--- config.mk ---
export PLATFORM = sky130hd
export DESIGN_NAME = spp_port
export DESIGN_NICKNAME = d
export VERILOG_FILES = /design/src/core/spp_pkg.sv /design/src/core/spp_stb_if.sv /design/src/core/spp_port.sv /design/src/core/spp_strobe_seq.sv
export SDC_FILE = /design/constraint.sdc
export NUM_CORES = 1
export LEC_CHECK = 0
export ABC_AREA = 1
export BUFFER_PORTS_ARGS = -buffer_cell sky130_fd_sc_hd__buf_2
export CORE_ASPECT_RATIO = 0.75
export CORE_UTILIZATION = 37
export CTS_CLUSTER_SIZE = 30
export DETAILED_ROUTE_END_ITERATION = 8
export SETUP_SLACK_MARGIN = 0.15
export SLEW_MARGIN = 20
export SYNTH_ARGS = -nofsm -noshare
export SYNTH_HDL_FRONTEND = slang
export SYNTH_HIERARCHICAL = 1
export SYNTH_SLANG_ARGS = --single-unit
--- constraint.sdc ---
create_clock -name sys_clk -period 4.7 [get_ports sys_clk]
set_input_delay 0.94 -clock sys_clk [delete_from_list [all_inputs] [get_ports sys_clk]]
set_output_delay 0.94 -clock sys_clk [all_outputs]
set_load 0.05 [all_outputs]
--- src/core/spp_pkg.sv ---
// Package for the strobed parallel port block.
// Assumes one 20 MHz clock; one clock_output_pin cycle per clock enable pulse.
package spp_pkg;

    localparam int          SPP_DATA_W        = 8;
    localparam int          SPP_ADDR_W        = 16;
    localparam int          SPP_CNT_W         = 4;
    // Cycle counts in clock_output_pin periods
    localparam logic [3:0]  SPP_WR_DELAY      = 4'h2;
    localparam logic [3:0]  SPP_RD_DELAY      = 4'h3;
    localparam logic [3:0]  SPP_STB_LEN       = 4'h2;
    localparam logic [3:0]  SPP_LATCH_LEAD    = 4'h3;
    localparam logic [3:0]  SPP_STRETCH_BASE  = 4'h2;
    // Reset values
    localparam logic [7:0]  SPP_DATA_RST      = 8'h00;
    localparam logic [15:0] SPP_ADDR_RST      = 16'h0000;
    localparam logic [3:0]  SPP_CNT_RST       = 4'h0;

    typedef enum logic [3:0] {
        SPP_IDLE  = 4'b0001,
        SPP_WAIT  = 4'b0010,
        SPP_PULSE = 4'b0100,
        SPP_DONE  = 4'b1000
    } spp_state_type;

endpackage : spp_pkg

--- src/core/spp_stb_if.sv ---
// Interface carrying one strobe sequencer request and status.
// Assumes both ends run on the same clock.
`timescale 1ns/1ps
`default_nettype none
interface spp_stb_if;
    import spp_pkg::*;
    logic                 start;
    logic [SPP_CNT_W-1:0] delay;
    logic                 busy;
    logic                 strobe_n;

    modport master (output start, output delay, input busy, input strobe_n);
    modport slave  (input start, input delay, output busy, output strobe_n);
endinterface : spp_stb_if
`default_nettype wire

--- src/core/spp_port.sv ---
// Strobed parallel port with external data-memory address steering.
// Assumes processor access requests are one-cycle pulses on sys_clk,
// and that the port pins are synchronous to sys_clk.
`timescale 1ns/1ps
`default_nettype none
module spp_port
    import spp_pkg::*;
(
    input  wire logic                  sys_clk,
    input  wire logic                  rst,
    input  wire logic                  port_strobe_enable,
    input  wire logic                  port_wr_req,
    input  wire logic [SPP_DATA_W-1:0] port_wr_data,
    input  wire logic                  port_rd_req,
    output logic      [SPP_DATA_W-1:0] port_rd_data,
    output logic                       port_rd_valid,
    output logic                       port_busy,
    input  wire logic [SPP_DATA_W-1:0] port_pin_in,
    output logic      [SPP_DATA_W-1:0] port_pin_out,
    output logic      [SPP_DATA_W-1:0] port_pin_oe,
    input  wire logic [SPP_DATA_W-1:0] port_dir,
    input  wire logic                  xmem_req,
    input  wire logic                  xmem_wr,
    input  wire logic                  xmem_use_second,
    input  wire logic [SPP_ADDR_W-1:0] first_increment_pointer,
    input  wire logic [SPP_ADDR_W-1:0] second_increment_pointer,
    input  wire logic [2:0]            stretch,
    input  wire logic                  prog_fetch,
    output logic                       xmem_busy,
    output logic      [SPP_ADDR_W-1:0] xmem_addr,
    output logic                       clock_output_pin,
    output logic                       rd_strobe_n,
    output logic                       wr_strobe_n
);

    ////////////////////////////////////////////////////////////////////////////
    // State

    typedef struct packed {
        logic                  clk_out;
        logic [SPP_DATA_W-1:0] pin_out;
        logic [SPP_DATA_W-1:0] rd_data;
        logic                  rd_valid;
        spp_state_type         mstate;
        logic [SPP_CNT_W-1:0]  mcnt;
        logic                  mwr;
        logic                  msecond;
        logic [SPP_ADDR_W-1:0] maddr;
        logic                  mrd_n;
        logic                  mwr_n;
        logic [SPP_ADDR_W-1:0] addr;
    } spp_top_type;

    spp_top_type cur_ff;
    spp_top_type nxt_cur;

    logic        cen;
    logic        wr_go;
    logic        rd_go;
    spp_stb_if   wr_if ();
    spp_stb_if   rd_if ();

    function automatic logic [SPP_CNT_W-1:0] spp_len(input logic [2:0] s);
        spp_len = SPP_STRETCH_BASE + {1'b0, s};
    endfunction : spp_len

    // One cen per clock_output_pin cycle (half-rate divider)
    assign cen = cur_ff.clk_out;

    ////////////////////////////////////////////////////////////////////////////
    // Port strobe sequencers

    assign wr_go = port_wr_req & port_strobe_enable & ~wr_if.busy;
    assign rd_go = port_rd_req & port_strobe_enable & ~rd_if.busy;

    assign wr_if.start = wr_go;
    assign wr_if.delay = SPP_WR_DELAY;
    assign rd_if.start = rd_go;
    assign rd_if.delay = SPP_RD_DELAY;

    spp_strobe_seq u_wr_seq (
        .sys_clk (sys_clk),
        .rst     (rst),
        .cen     (cen),
        .stb     (wr_if)
    );

    spp_strobe_seq u_rd_seq (
        .sys_clk (sys_clk),
        .rst     (rst),
        .cen     (cen),
        .stb     (rd_if)
    );

    ////////////////////////////////////////////////////////////////////////////
    // Next state

    always_comb begin
        nxt_cur          = cur_ff;
        nxt_cur.clk_out  = ~cur_ff.clk_out;
        nxt_cur.rd_valid = 1'b0;
        if (port_wr_req) begin
            nxt_cur.pin_out = port_wr_data;
        end
        // latch at read, three cycles ahead of strobe
        if (port_rd_req) begin
            nxt_cur.rd_data  = port_pin_in;
            nxt_cur.rd_valid = 1'b1;
        end
        // stretch applies to data memory only
        case (cur_ff.mstate)
            SPP_IDLE: begin
                nxt_cur.mrd_n = 1'b1;
                nxt_cur.mwr_n = 1'b1;
                if (xmem_req && !prog_fetch) begin
                    nxt_cur.mstate  = SPP_WAIT;
                    nxt_cur.mwr     = xmem_wr;
                    nxt_cur.msecond = xmem_use_second;
                    nxt_cur.maddr   = xmem_use_second ? second_increment_pointer
                                                      : first_increment_pointer;
                    nxt_cur.mcnt    = spp_len(stretch);
                end
            end
            SPP_WAIT: begin
                if (cen) begin
                    nxt_cur.mstate = SPP_PULSE;
                    nxt_cur.mrd_n  = cur_ff.mwr;
                    nxt_cur.mwr_n  = ~cur_ff.mwr;
                end
            end
            SPP_PULSE: begin
                if (cen) begin
                    if (cur_ff.mcnt <= 4'h1) begin
                        nxt_cur.mstate = SPP_DONE;
                        nxt_cur.mrd_n  = 1'b1;
                        nxt_cur.mwr_n  = 1'b1;
                    end else begin
                        nxt_cur.mcnt = cur_ff.mcnt - 4'h1;
                    end
                end
            end
            SPP_DONE: begin
                nxt_cur.mstate = SPP_IDLE;
            end
            default: begin
                nxt_cur.mstate = SPP_IDLE;
            end
        endcase
        if (nxt_cur.msecond) begin
            nxt_cur.addr = nxt_cur.maddr;
        end else if (!(nxt_cur.mrd_n && nxt_cur.mwr_n)) begin
            nxt_cur.addr = nxt_cur.maddr;
        end else begin
            nxt_cur.addr = SPP_ADDR_RST;
        end
        if (nxt_cur.mstate == SPP_IDLE) begin
            nxt_cur.addr = SPP_ADDR_RST;
        end
    end

    always_ff @(posedge sys_clk) begin
        if (rst) begin
            cur_ff <= '{clk_out: 1'b0, pin_out: SPP_DATA_RST, rd_data: SPP_DATA_RST,
                        rd_valid: 1'b0, mstate: SPP_IDLE, mcnt: SPP_CNT_RST,
                        mwr: 1'b0, msecond: 1'b0, maddr: SPP_ADDR_RST,
                        mrd_n: 1'b1, mwr_n: 1'b1, addr: SPP_ADDR_RST};
        end else begin
            cur_ff <= nxt_cur;
        end
    end

    ////////////////////////////////////////////////////////////////////////////
    // Outputs

    assign clock_output_pin = cur_ff.clk_out;
    assign port_pin_out     = cur_ff.pin_out;
    assign port_pin_oe      = port_dir;
    assign port_rd_data     = cur_ff.rd_data;
    assign port_rd_valid    = cur_ff.rd_valid;
    assign port_busy        = wr_if.busy | rd_if.busy;
    assign xmem_busy        = (cur_ff.mstate != SPP_IDLE);
    assign xmem_addr        = cur_ff.addr;
    assign rd_strobe_n      = rd_if.strobe_n & cur_ff.mrd_n;
    assign wr_strobe_n      = wr_if.strobe_n & cur_ff.mwr_n;
endmodule : spp_port
`default_nettype wire

--- src/core/spp_strobe_seq.sv ---
// Strobe sequencer: waits a delay, then drives an active-low pulse.
// Assumes cen is a one-cycle enable at the clock_output_pin rate.
`timescale 1ns/1ps
`default_nettype none
module spp_strobe_seq
    import spp_pkg::*;
(
    input  wire logic sys_clk,
    input  wire logic rst,
    input  wire logic cen,
    spp_stb_if.slave  stb
);

    typedef struct packed {
        spp_state_type        state;
        logic [SPP_CNT_W-1:0] cnt;
        logic                 strobe_n;
    } spp_seq_type;

    spp_seq_type cur_ff;
    spp_seq_type nxt_cur;

    always_comb begin
        nxt_cur = cur_ff;
        case (cur_ff.state)
            SPP_IDLE: begin
                nxt_cur.strobe_n = 1'b1;
                if (stb.start) begin
                    nxt_cur.state = SPP_WAIT;
                    nxt_cur.cnt   = stb.delay;
                end
            end
            SPP_WAIT: begin
                if (cen) begin
                    if (cur_ff.cnt <= 4'h1) begin
                        nxt_cur.state    = SPP_PULSE;
                        nxt_cur.cnt      = SPP_STB_LEN;
                        nxt_cur.strobe_n = 1'b0;
                    end else begin
                        nxt_cur.cnt = cur_ff.cnt - 4'h1;
                    end
                end
            end
            SPP_PULSE: begin
                if (cen) begin
                    if (cur_ff.cnt <= 4'h1) begin
                        nxt_cur.state    = SPP_DONE;
                        nxt_cur.strobe_n = 1'b1;
                    end else begin
                        nxt_cur.cnt = cur_ff.cnt - 4'h1;
                    end
                end
            end
            SPP_DONE: begin
                nxt_cur.state = SPP_IDLE;
            end
            default: begin
                nxt_cur.state    = SPP_IDLE;
                nxt_cur.strobe_n = 1'b1;
            end
        endcase
    end

    always_ff @(posedge sys_clk) begin
        if (rst) begin
            cur_ff <= '{state: SPP_IDLE, cnt: SPP_CNT_RST, strobe_n: 1'b1};
        end else begin
            cur_ff <= nxt_cur;
        end
    end

    assign stb.busy      = (cur_ff.state != SPP_IDLE);
    assign stb.strobe_n  = cur_ff.strobe_n;
endmodule : spp_strobe_seq
`default_nettype wire

==> impl_results.md <==
- Status: completed
- Htree depth: 3
- Flop pwr share: a little under a third
- Design area: 5270 sq um
- Sw Share: roughly two fifths
- Int Power: 1.55 mW
- Die ar.: 13000 sq um
- Yosys reg bits: 80
- Core area: 12300 sq um
- Combinational share of power: 41.1%
- Fmax: around 0.40 GHz
- Antenna violations before repair: 0
- Post-DP HPWL: 7.12 mm
- Hold crit path type: register to register
- Count of final hold-check violations: 0
- Top_reg_cell synth: dfxtp_1
- Largest net degree at the start of global routing: 42
- Final Max Slew Viols: 0
- Clock sink count: 80
- CP Data Arrival Time: 1.58 ns
- Initial drt markers: roughly 140
- Final net count: 737
- Post-Syn Instances: 601
- Seq/Total Area, Yosys: 34.4%
- Hold slack: 0.465 ns
- Area leader, netlist: dfxtp_1
- CTS clk-pin slew, worst paths: 0.06 ns
- FP Rows: 35
- Worst VDD drop: 0.000194 V
- Finish-stage setup viols: 0
- Die height: 99.1 um
- Placer congestion estimate: 0.841
- Postcts setup bufs: 0
- Post-DRT Antenna Nets: 0
- Clock Latency Late Sink: 0.34 ns
- Number of primary I/O pins: 114
- Routed wire length: a little under 10 mm
- Startpoint types: register
- Fin cells: approximately 830
- Skew final: roughly 0.0084 ns
- Yosys Warn Count: 6
- Max_cap viols: 0
- Final Cycle Share: a little over half
- Ratio of cells with drive above 1 in the final layout: approximately 32%
- Worst Path Class, Setup: register to output port
- CTS tree: done
- Synth unique cells: 37
- Fin crit period: 2.52 ns
- Vias in the first global route: about 3600
- Ys async rst share: 0%
- CTS Buf Count: 9
- First-pass GRT wire length: between 15 and 20 mm
- Sw Pwr: about 1.1 mW
- Leakage: 2.52 nW
- CP Data Required Time: 3.76 ns
- Antenna Cells: 0
- IO Port Bufs: 97
- Power Dens Cells: 505 nW/um^2
- Total GRT Usage: between 15 and 20%
- Hold buffers post-CTS: 0
- Grt total ovfl: 0
- Vias post-DR: around 3800
- Detailed Routing Iterations Pass 1: 4
- Routed WL per cell: roughly 12 um
- Most area-consuming cells after synthesis: dfxtp_1 (34%), nor2_1 (10%), nand2_1 (9.1%), buf_4 (6.6%), o31ai_4 (5.9%)
- Area Growth Syn to Fin: 13.2%
- Mapped cell area: 4650 sq um
- Slew @ Worst Pin: 0.657 ns
- Post-Place Cells: 817
- Setup TNS: 0 ns
- Number of synthesized flops with an enable pin: 0
- Unrepaired setup endpoints after global routing: false
- Post-CTS Resized: 0
- Chip width: roughly 130 um
- Via density: ~4.6
- Clock tree buffer depth: 2
- Setup crit end kind: output port
- Drt drc: 0
- Worst-path maximum fanout: 4
- CTS Root Cell: clkbuf_16
- DP Area: 4970 sq um
- Clock power frac: between 20% and 30%
- Initial core utilization: 37.9%
- Slew headroom: between 50% and 60%
- Avg Cell Area, Syn: 7.74 sq um
- Synth top area share: 34.4%
## sequential cells by signal (all words and copies together), names as in the netlist, 8 cells and up
| name | cells |
|---|---|
| cur_ff | 28 |
| xmem_addr | 16 |
| port_pin_out | 8 |
| port_rd_data | 8 |
| u_rd_seq/cur_ff | 8 |
| u_wr_seq/cur_ff | 8 |
## area by class of cell
class / count / area [sq um]
timing repair buffer: 98 / 493
multi-input combinational: 419 / 2450
inverter: 54 / 213
fill: 1291 / 6990
clock buffer: 9 / 225
clock inverter: 7 / 76.3
tap: 166 / 208
sequential: 80 / 1600
## worst paths after layout
kind	startpoint	cells after the start	end	slack (ns)
worst max-delay path	u_wr_seq/cur_ff[5]$_SDFFE_PP1P_	5	port_busy	2.18
worst min-delay path	u_wr_seq/stb.strobe_n$_SDFFE_PP1P_	2	u_wr_seq/stb.strobe_n$_SDFFE_PP1P_	0.46
worst max register to register	clock_output_pin$_SDFF_PP0_	7	xmem_addr[1]$_SDFF_PP0_	2.68
worst min register to register	u_wr_seq/stb.strobe_n$_SDFFE_PP1P_	2	u_wr_seq/stb.strobe_n$_SDFFE_PP1P_	0.46
## Yosys cell counts, drive strengths merged, types with 2 or more instances
| library cell | number |
|---|---|
| nor2 | 159 |
| nand2 | 135 |
| dfxtp | 80 |
| inv | 51 |
| buf | 49 |
| o21ai | 36 |
| nand3 | 23 |
| and2 | 16 |
| o31ai | 16 |
| ha | 7 |
| nand4 | 6 |
| clkbuf | 5 |
| nor3 | 4 |
| clkinv | 3 |
| conb | 2 |
| nor4 | 2 |
| xnor2 | 2 |
| xor2 | 2 |
## power groups by stage
stage / sequential (mW) / clock [mW] / combinational, mW
final: 0.847 / 0.718 / 1.09
after global routing: 0.860 / 0.764 / 1.22
after CTS: 0.848 / 0.734 / 1.10
after detailed placement: 0.862 / 0 / 1.10
after global placement: 0.858 / 0 / 1.07
after floorplan: 0.850 / 0 / 0.952
## logic make-up (layout without fill, tap and decap cells)
logic type / Yosys count / count (layout) / synth area share (%)
adders and majority gates: 7 / 7 / 1.88
other: 2 / 8 / 0.161
buffers and inverters: 108 / 168 / 13.4
and+or+nand+nor: 346 / 346 / 38.1
xor gates and xnor gates: 4 / 4 / 0.753
AOI/OAI and AO/OA: 54 / 54 / 11.3
DFF: 80 / 80 / 34.4
## placed cells by master (no fill, tap or decap), types with 2 or more instances in the layout
cell type,netlist,layout
o31ai_1,3,3
o21ai_2,3,3
dfxtp_1,80,80
xnor2_1,2,2
ha_1,7,7
nor2_1,127,127
conb_1,2,8
clkinv_1,3,3
buf_2,4,97
xor2_1,2,2
o31ai_4,13,13
nor3_1,4,4
o21ai_4,2,2
nand3_4,5,5
nor2_4,13,13
clkinvlp_4,0,2
inv_1,37,37
o21ai_0,28,28
nor4_2,2,2
clkbuf_16,0,9
o21ai_1,3,3
inv_4,4,4
nand3_2,6,6
nand2_4,9,9
nor2_2,17,17
nor2_8,2,2
nand3_1,12,12
inv_6,0,3
nand4_1,6,6
nand2_1,113,113
inv_2,10,10
nand2_2,13,13
and2_1,16,16
## per-stage QoR
step           util, %  power, mW  worst slack (ns)
2_1_floorplan        -       1.80              2.65
3_3_place_gp      40.5       1.93              2.24
3_5_place_dp      40.5       1.96              2.18
4_1_cts           43.0       2.69              2.16
5_1_grt           43.0       2.85              2.11
6_report          43.0       2.66              2.18
## metal layers
| layer | vias up | share of wire (%) | global-route usage (%) |
|---|---|---|---|
| li1 | 1953 | - | - |
| met1 | 1736 | 46 | 19.2 |
| met2 | 106 | 47 | 26.0 |
| met3 | 7 | 5.9 | 4.64 |
| met4 | 0 | 0.83 | 5.19 |
| met5 | - | 0 | 0 |
## worst max-delay path: stages, from the launching register on
cell and delay [ns]:
dfxtp_1 0.40, inv_1 0.07, nor2_2 0.13, nand2_2 0.11, or2_2 0.31, buf_2 0.21
Power figures use the tool's default switching activity.
